$ cat config.mk
export PLATFORM = sky130hd
export DESIGN_NAME = rwd_watchdog
export DESIGN_NICKNAME = d
export VERILOG_FILES = /design/src/rtl/rwd_pkg.sv /design/src/rtl/rwd_watchdog.sv /design/src/rtl/rwd_counter.sv
export SDC_FILE = /design/constraint.sdc
export NUM_CORES = 1
export LEC_CHECK = 0
export BUFFER_PORTS_ARGS = -buffer_cell sky130_fd_sc_hd__buf_4
export CAP_MARGIN = 20
export CORE_MARGIN = 1
export CORE_UTILIZATION = 40
export CTS_BUF_LIST = sky130_fd_sc_hd__clkbuf_8
export DETAILED_ROUTE_END_ITERATION = 7
export GPL_TIMING_DRIVEN = 0
export PLACE_DENSITY = 0.67
export SLEW_MARGIN = 20
export SYNTH_ARGS = -nofsm -noshare
export SYNTH_HDL_FRONTEND = slang
export SYNTH_SLANG_ARGS = --single-unit
export TNS_END_PERCENT = 100
$ cat constraint.sdc
create_clock -name aclk -period 3.95 [get_ports aclk]
set_clock_uncertainty 0.05 [all_clocks]
set_input_delay 0.1975 -clock aclk [delete_from_list [all_inputs] [get_ports aclk]]
set_output_delay 0.1975 -clock aclk [all_outputs]
set_load 0.05 [all_outputs]
$ cat src/rtl/rwd_pkg.sv
package rwd_pkg;
    // register byte addresses
    localparam logic [7:0] MODE_ADDR     = 8'h00;
    localparam logic [7:0] CMD_ADDR      = 8'h04;
    localparam logic [7:0] STATUS_ADDR   = 8'h08;
    localparam logic [7:0] CLEAR_ADDR    = 8'h0C;
    localparam logic [7:0] IRQ_EN_ADDR   = 8'h10;
    localparam logic [7:0] COUNT_ADDR    = 8'h14;
    // mode register field positions
    localparam int MODE_EN_POS           = 0;
    localparam int MODE_SEL_POS          = 1;
    localparam int MODE_LINK_POS         = 3;
    localparam int MODE_RUN_POS          = 8;
    // status, clear and enable share one layout
    localparam int STAT_TIMEOUT_POS      = 0;
    localparam int STAT_RST_POS          = 1;
    localparam int STAT_W                = 2;
    // command codes
    localparam logic [7:0] CODE_CLEAR    = 8'h4E;
    localparam logic [7:0] CODE_DISABLE  = 8'hB1;
    // reset values
    localparam logic       EN_RESET      = 1'b1;
    localparam logic [1:0] SEL_RESET     = 2'h0;
    localparam logic       LINK_RESET    = 1'b0;
    // counter shape and reset pulse length in system clocks (22 to 29 allowed)
    localparam int CNT_STAGES            = 22;
    localparam int TAP_BASE              = 14;
    localparam int RST_PULSE_CYCLES      = 25;
    localparam logic [1:0] RESP_OKAY     = 2'h0;
    localparam logic [1:0] RESP_SLVERR   = 2'h2;

    typedef struct packed {
        logic       reset_link;
        logic [1:0] period_sel;
        logic       run_enable;
    } rwd_mode_t;
endpackage

$ cat src/rtl/rwd_watchdog.sv
// The register addresses and the AXI4-Lite register port were left to the implementer.
`timescale 1ns/1ps
// Operation
// RULE1: enable bit and counter run from reset
// RULE2: stop only on B1H with enable cleared
// RULE3: setting enable bit restarts stopped watchdog
// RULE4: link bit routes timeout to internal reset
// RULE5: 4EH clears the counter to zero
// RULE6: software writes 4EH before B1H
// RULE7: software disables before changing settings
// RULE8: other command values do nothing
// RULE9: 22 stages, half-rate, four timeout taps
// RULE10: overflow raises non-maskable runaway interrupt
// RULE11: halts in idle/stop, runs during bus release
// RULE12: linked reset pulse lasts 22-29 clocks
module rwd_watchdog (
    input  wire logic        aclk,
    input  wire logic        aresetn,
    input  wire logic [7:0]  s_axi_awaddr,
    input  wire logic        s_axi_awvalid,
    output logic             s_axi_awready,
    input  wire logic [31:0] s_axi_wdata,
    input  wire logic [3:0]  s_axi_wstrb,
    input  wire logic        s_axi_wvalid,
    output logic             s_axi_wready,
    output logic [1:0]       s_axi_bresp,
    output logic             s_axi_bvalid,
    input  wire logic        s_axi_bready,
    input  wire logic [7:0]  s_axi_araddr,
    input  wire logic        s_axi_arvalid,
    output logic             s_axi_arready,
    output logic [31:0]      s_axi_rdata,
    output logic [1:0]       s_axi_rresp,
    output logic             s_axi_rvalid,
    input  wire logic        s_axi_rready,
    input  wire logic        deep_idle_state,
    input  wire logic        stop_state,
    output logic             runaway_interrupt,
    output logic             internal_reset,
    output logic             irq
);
    rwd_pkg::rwd_mode_t           mode_reg;
    logic                         run_reg;
    logic [rwd_pkg::STAT_W-1:0]   status_reg;
    logic [rwd_pkg::STAT_W-1:0]   irq_en_reg;
    logic [4:0]                   rst_cnt_reg;
    logic                         aw_full_reg;
    logic                         w_full_reg;
    logic [7:0]                   aw_addr_reg;
    logic [31:0]                  w_data_reg;
    logic [3:0]                   w_strb_reg;
    logic                         do_write;
    logic                         mode_wr;
    logic                         cmd_wr;
    logic                         clr_cmd;
    logic                         dis_cmd;
    logic                         wr_mapped;
    logic [rwd_pkg::CNT_STAGES-1:0] count;
    logic                         overflow;
    logic [31:0]                  rd_next;
    logic                         rd_ok;

    // ---------------- write channel: address and data taken in either order
    assign s_axi_awready = !aw_full_reg && !s_axi_bvalid;
    assign s_axi_wready  = !w_full_reg && !s_axi_bvalid;
    assign do_write      = aw_full_reg && w_full_reg && !s_axi_bvalid;

    always_ff @(posedge aclk) begin
        if (!aresetn || do_write) begin
            aw_full_reg <= 1'b0;
        end else if (s_axi_awvalid && s_axi_awready) begin
            aw_full_reg <= 1'b1;
        end
    end

    always_ff @(posedge aclk) begin
        if (!aresetn || do_write) begin
            w_full_reg <= 1'b0;
        end else if (s_axi_wvalid && s_axi_wready) begin
            w_full_reg <= 1'b1;
        end
    end

    always_ff @(posedge aclk) begin
        if (!aresetn) begin
            aw_addr_reg <= 8'h00;
            w_data_reg  <= 32'h0000_0000;
            w_strb_reg  <= 4'h0;
        end else begin
            if (s_axi_awvalid && s_axi_awready) begin
                aw_addr_reg <= s_axi_awaddr;
            end
            if (s_axi_wvalid && s_axi_wready) begin
                w_data_reg <= s_axi_wdata;
                w_strb_reg <= s_axi_wstrb;
            end
        end
    end

    always_comb begin
        if (aw_addr_reg == rwd_pkg::MODE_ADDR || aw_addr_reg == rwd_pkg::CMD_ADDR
            || aw_addr_reg == rwd_pkg::CLEAR_ADDR || aw_addr_reg == rwd_pkg::IRQ_EN_ADDR) begin
            wr_mapped = 1'b1;
        end else begin
            wr_mapped = 1'b0;
        end
    end

    assign mode_wr = do_write && w_strb_reg[0] && aw_addr_reg == rwd_pkg::MODE_ADDR;
    assign cmd_wr  = do_write && w_strb_reg[0] && aw_addr_reg == rwd_pkg::CMD_ADDR;
    assign clr_cmd = cmd_wr && w_data_reg[7:0] == rwd_pkg::CODE_CLEAR; // RULE5
    // the disable code alone is ignored while the enable bit still reads 1
    assign dis_cmd = cmd_wr && w_data_reg[7:0] == rwd_pkg::CODE_DISABLE
                     && !mode_reg.run_enable; // RULE2

    always_ff @(posedge aclk) begin
        if (!aresetn) begin
            s_axi_bvalid <= 1'b0;
            s_axi_bresp  <= rwd_pkg::RESP_OKAY;
        end else if (do_write) begin
            s_axi_bvalid <= 1'b1;
            s_axi_bresp  <= wr_mapped ? rwd_pkg::RESP_OKAY : rwd_pkg::RESP_SLVERR;
        end else if (s_axi_bready) begin
            s_axi_bvalid <= 1'b0;
        end
    end

    // ---------------- mode register and run state
    always_ff @(posedge aclk) begin
        if (!aresetn) begin
            mode_reg.run_enable <= rwd_pkg::EN_RESET; // RULE1
            mode_reg.period_sel <= rwd_pkg::SEL_RESET;
            mode_reg.reset_link <= rwd_pkg::LINK_RESET; // RULE4
        end else if (mode_wr) begin
            mode_reg.run_enable <= w_data_reg[rwd_pkg::MODE_EN_POS];
            mode_reg.period_sel <= w_data_reg[rwd_pkg::MODE_SEL_POS +: 2];
            mode_reg.reset_link <= w_data_reg[rwd_pkg::MODE_LINK_POS];
        end
    end

    // clearing the enable bit by itself does not stop the counter
    always_ff @(posedge aclk) begin
        if (!aresetn) begin
            run_reg <= rwd_pkg::EN_RESET; // RULE1
        end else if (mode_wr && w_data_reg[rwd_pkg::MODE_EN_POS]) begin
            run_reg <= 1'b1; // RULE3
        end else if (dis_cmd) begin
            run_reg <= 1'b0; // RULE2 RULE8
        end
    end

    // bus release is deliberately not an input: counting ignores it
    rwd_counter #(
        .STAGES     (rwd_pkg::CNT_STAGES)
    ) u_counter (
        .aclk       (aclk),
        .aresetn    (aresetn),
        .run        (run_reg),
        .halt       (deep_idle_state || stop_state), // RULE11
        .clear      (clr_cmd), // RULE5
        .period_sel (mode_reg.period_sel),
        .count      (count),
        .overflow   (overflow)
    );

    assign runaway_interrupt = overflow; // RULE10

    // ---------------- internal reset pulse
    always_ff @(posedge aclk) begin
        if (!aresetn) begin
            rst_cnt_reg <= 5'h00;
        end else if (overflow && mode_reg.reset_link && rst_cnt_reg == 5'h00) begin
            rst_cnt_reg <= 5'(rwd_pkg::RST_PULSE_CYCLES); // RULE4 RULE12
        end else if (rst_cnt_reg != 5'h00) begin
            rst_cnt_reg <= rst_cnt_reg - 5'h01;
        end
    end

    assign internal_reset = rst_cnt_reg != 5'h00;

    // ---------------- sticky status, set wins over a clear in the same cycle
    always_ff @(posedge aclk) begin
        if (!aresetn) begin
            status_reg <= '0;
        end else begin
            for (int b = 0; b < rwd_pkg::STAT_W; b++) begin
                if ((b == rwd_pkg::STAT_TIMEOUT_POS && overflow)
                    || (b == rwd_pkg::STAT_RST_POS && overflow && mode_reg.reset_link)) begin
                    status_reg[b] <= 1'b1;
                end else if (do_write && w_strb_reg[0] && w_data_reg[b]
                             && aw_addr_reg == rwd_pkg::CLEAR_ADDR) begin
                    status_reg[b] <= 1'b0;
                end
            end
        end
    end

    always_ff @(posedge aclk) begin
        if (!aresetn) begin
            irq_en_reg <= '0;
        end else if (do_write && w_strb_reg[0] && aw_addr_reg == rwd_pkg::IRQ_EN_ADDR) begin
            irq_en_reg <= w_data_reg[rwd_pkg::STAT_W-1:0];
        end
    end

    assign irq = |(status_reg & irq_en_reg);

    // ---------------- read channel
    assign s_axi_arready = !s_axi_rvalid;

    always_comb begin
        rd_next = 32'h0000_0000;
        rd_ok   = 1'b1;
        if (s_axi_araddr == rwd_pkg::MODE_ADDR) begin
            rd_next[rwd_pkg::MODE_EN_POS]       = mode_reg.run_enable;
            rd_next[rwd_pkg::MODE_SEL_POS +: 2] = mode_reg.period_sel;
            rd_next[rwd_pkg::MODE_LINK_POS]     = mode_reg.reset_link;
            rd_next[rwd_pkg::MODE_RUN_POS]      = run_reg;
        end else if (s_axi_araddr == rwd_pkg::STATUS_ADDR) begin
            rd_next[rwd_pkg::STAT_W-1:0] = status_reg;
        end else if (s_axi_araddr == rwd_pkg::IRQ_EN_ADDR) begin
            rd_next[rwd_pkg::STAT_W-1:0] = irq_en_reg;
        end else if (s_axi_araddr == rwd_pkg::COUNT_ADDR) begin
            rd_next[rwd_pkg::CNT_STAGES-1:0] = count;
        end else if (s_axi_araddr == rwd_pkg::CMD_ADDR || s_axi_araddr == rwd_pkg::CLEAR_ADDR) begin
            rd_next = 32'h0000_0000;
        end else begin
            rd_ok = 1'b0;
        end
    end

    always_ff @(posedge aclk) begin
        if (!aresetn) begin
            s_axi_rvalid <= 1'b0;
            s_axi_rdata  <= 32'h0000_0000;
            s_axi_rresp  <= rwd_pkg::RESP_OKAY;
        end else if (s_axi_arvalid && s_axi_arready) begin
            s_axi_rvalid <= 1'b1;
            s_axi_rdata  <= rd_next;
            s_axi_rresp  <= rd_ok ? rwd_pkg::RESP_OKAY : rwd_pkg::RESP_SLVERR;
        end else if (s_axi_rready) begin
            s_axi_rvalid <= 1'b0;
        end
    end
endmodule // rwd_watchdog

$ cat src/rtl/rwd_counter.sv
`timescale 1ns/1ps
// binary counter stepped at half the clock rate; overflow at the selected tap
module rwd_counter #(
    parameter int STAGES = rwd_pkg::CNT_STAGES
) (
    input  wire logic              aclk,
    input  wire logic              aresetn,
    input  wire logic              run,
    input  wire logic              halt,
    input  wire logic              clear,
    input  wire logic [1:0]        period_sel,
    output logic      [STAGES-1:0] count,
    output logic                   overflow
);
    logic              tick_reg;
    logic [STAGES-1:0] mask;
    logic [5:0]        tap;
    logic              step;

    assign tap  = 6'(rwd_pkg::TAP_BASE) + {3'h0, period_sel, 1'b0}; // RULE9
    assign step = run && !halt && tick_reg; // RULE9

    genvar i;
    generate
        for (i = 0; i < STAGES; i++) begin : g_mask
            assign mask[i] = (6'(i) < tap);
        end
    endgenerate

    // divide by two: one step every second clock
    always_ff @(posedge aclk) begin
        if (!aresetn || clear || !run) begin
            tick_reg <= 1'b0;
        end else if (!halt) begin
            tick_reg <= !tick_reg;
        end
    end

    always_ff @(posedge aclk) begin
        if (!aresetn || clear || !run) begin
            count <= '0;
        end else if (step) begin
            count <= count + 1'b1;
        end
    end

    always_ff @(posedge aclk) begin
        if (!aresetn || clear) begin
            overflow <= 1'b0;
        end else begin
            overflow <= step && ((count & mask) == mask);
        end
    end
endmodule // rwd_counter

==> results.txt <==
most frequent cells in the layout - dfxtp_1 (83), buf_4 (77), nand2_1 (62)
Final Max Tran Viols - 0
drt via density - 5.26
CTS tree - yes
CP endpoint kind - flip-flop
most common cell after layout, fill and taps aside - dfxtp_1
minimum clock period after layout - 2.31 ns
drt wl/cell - 13.9 µm
reg2reg path depth - 5
cell area after synthesis - 3800 µm²
RSZ-0062 raised after global routing - no
largest net degree at the start of global routing - 16
initial antenna violation count - 0
final core occ - 0.508
fmax - 433 MHz
die height - 99.5 µm
Max FO, Critical Path - 10
Peak VDD IR - 179 µV
Post-synth EDFFs - 0
Data arrival, critical path - 2.50 ns
die area - 9890 µm²
total wire length - 9450 µm
slew margin rel. - 0.460
power density over cell area - 398 nW/µm²
Reg-to-Reg Start - w_data_reg[0]$_SDFFE_PN0P_
Syn Inst Count - 461
ys async rst share - 0
IO Count - 105
status - finished, final reports clean
initial core utilization - 0.411
Num Clock Sinks - 83
critical path launch point type - flip-flop
Antenna Nets Post-Route - 0
HP Class - input pin to flip-flop
Least-Margin Pin Slew - 0.803 ns
Die W - 99.5 µm
Root Buffer Master - clkbuf_8
routed vias - 3584
WHS Endpoint - aw_addr_reg[0]$_SDFFE_PN0P_
Antenna Diode Count - 0
total CTS buffers - 9
synthesized flop and latch total - 83
Core Footprint - 9240 µm²
Hold Crit Depth - 3
Avg Inst Size Synth - 8.24 µm²
CP required - 4.14 ns
DR iter-0 viols - 93
Detailed Place HPWL - 7020 µm
Total GRT Usage - 0.202
htree depth - 3
share of cells above drive strength 1 - 0.192
clk_lat worst skew - 0.36 ns
HP Start - s_axi_awaddr[0]
Final Setup Violations - 0
Top FF cell, synth - dfxtp_1
Top Registers - s_axi_rdata (22), u_counter.count (22)
Clock Path Buffers - 2
Rows - 35
cts hold-fix bufs - 0
Leak - 0.00180 µW
drt drc - 0
vias in the first global route - 3342
nets - 616
Sum Neg Setup Slack - 0 ns
PostCTS Resize Cnt - 0
yosys warns - 0
critical path type - flip-flop to flip-flop
Port Buf Inserts - 65
distinct cell type count after synthesis - 49
first-pass GRT wire length - 15800 µm
Fin. Hold Viols - 0
Tcrit/Tclk final - 0.585
Layout area overhead - 23.5%
register area share after synthesis - 0.437
1st-pass router iterations - 4
Clk pin slew, worst setup/hold paths - 0.09 ns
GRT overflow - 0
Final Wtd Congestion - 0.863
setup slack, reg-to-reg - 1.64 ns
Post-CTS Setup Inserts - 0
Reg-to-Reg End - u_counter.count[21]$_SDFFE_PP0P_
Max Cap Violations - 0
[power by group]
group	total, µW	switching, µW	leakage (µW)	internal [µW]
combinational	332	204	0.00103	128
clock	624	328	0.0000998	296
sequential	912	38.7	0.000673	874
total	1870	571	0.00180	1300
[routing by layer]
metal	wire length (µm)	up-vias	GRT usage	part of all wire
li1	-	1816	-	-
met1	4240	1668	0.248	0.45
met2	4550	85	0.340	0.48
met3	453	15	0.0464	0.048
met4	204	0	0.0871	0.022
met5	0	-	0	0
[cell families (layout without fill, tap and decap cells)]
kind of cell               count (synthesis)  count (layout)  synth area share
buffers and inverters                     49             130            0.0626
xor gates and xnor gates                  10              10            0.0230
muxes                                      2               2           0.00527
other                                      1              12          0.000987
DFF                                       83              83             0.437
adders and majority gates                  7               7            0.0230
and+or+nand+nor                          194             194             0.265
AOI/OAI and AO/OA                        115             115             0.183
[stage by stage]
step / power, µW / hold WS [ns] / instances / area (µm²) / worst slack, ns
3_3_place_gp: 1250 / 0.396 / 666 / 4490 / 1.67
6_report: 1870 / 0.0227 / 682 / 4690 / 1.64
5_1_grt: 1960 / 0.0108 / 682 / 4690 / 1.39
2_1_floorplan: 1170 / 0.283 / 472 / 3840 / 1.89
3_5_place_dp: 1260 / 0.400 / 666 / 4490 / 1.65
4_1_cts: 1880 / 0.0124 / 682 / 4690 / 1.63
[cell type report]
type                       count  area (µm²)
sequential                    83        1660
inverter                      14        52.6
fill                         915        4550
multi-input combinational    340        1940
tap                          129         161
timing repair buffer          65         488
clock inverter                 7        77.6
clock buffer                   9         124
buffer                        35         185
[critical path: stages, from the launching register on]
cell	delay (ns)
dfxtp_1	0.38
or4b_1	0.53
or4_1	0.54
o211ai_2	0.32
buf_2	0.30
a21oi_1	0.06
[worst max-delay path by stage]
stage	start	to	slack, ns	cells past startpoint
floorplan	s_axi_bvalid$_SDFFE_PN0P_	w_data_reg[1]$_SDFFE_PN0P_	1.89	5
global placement	w_data_reg[0]$_SDFFE_PN0P_	u_counter.count[5]$_SDFFE_PP0P_	1.67	5
detailed placement	w_data_reg[0]$_SDFFE_PN0P_	u_counter.count[2]$_SDFFE_PP0P_	1.65	5
CTS	aw_addr_reg[6]$_SDFFE_PN0P_	u_counter.count[21]$_SDFFE_PP0P_	1.63	5
global route	aw_addr_reg[6]$_SDFFE_PN0P_	u_counter.count[4]$_SDFFE_PP0P_	1.39	5
finish	w_data_reg[0]$_SDFFE_PN0P_	u_counter.count[21]$_SDFFE_PP0P_	1.64	5
[cell usage after synthesis, types with 3 or more instances]
master,n,area share
or4_1,9,0.018
nand2b_1,5,0.0082
a32oi_1,5,0.012
o21ai_0,17,0.022
and2_1,5,0.0082
dfxtp_1,83,0.44
a21oi_1,55,0.072
clkbuf_1,15,0.015
nand3_1,18,0.024
or3_1,4,0.0066
xor2_1,6,0.014
a31oi_1,3,0.0049
o31ai_1,7,0.014
xnor2_1,4,0.0092
nor2_1,39,0.039
nor2b_1,4,0.0066
and4_1,4,0.0092
nor3_1,6,0.0079
inv_1,13,0.013
nand4_1,13,0.021
a22oi_1,18,0.036
nor4_1,3,0.0049
buf_2,7,0.0092
ha_1,7,0.023
nand2_1,62,0.061
buf_4,12,0.024
nand3b_1,4,0.0079
and3_1,7,0.012
No activity file was read; power rests on OpenSTA's default activity.
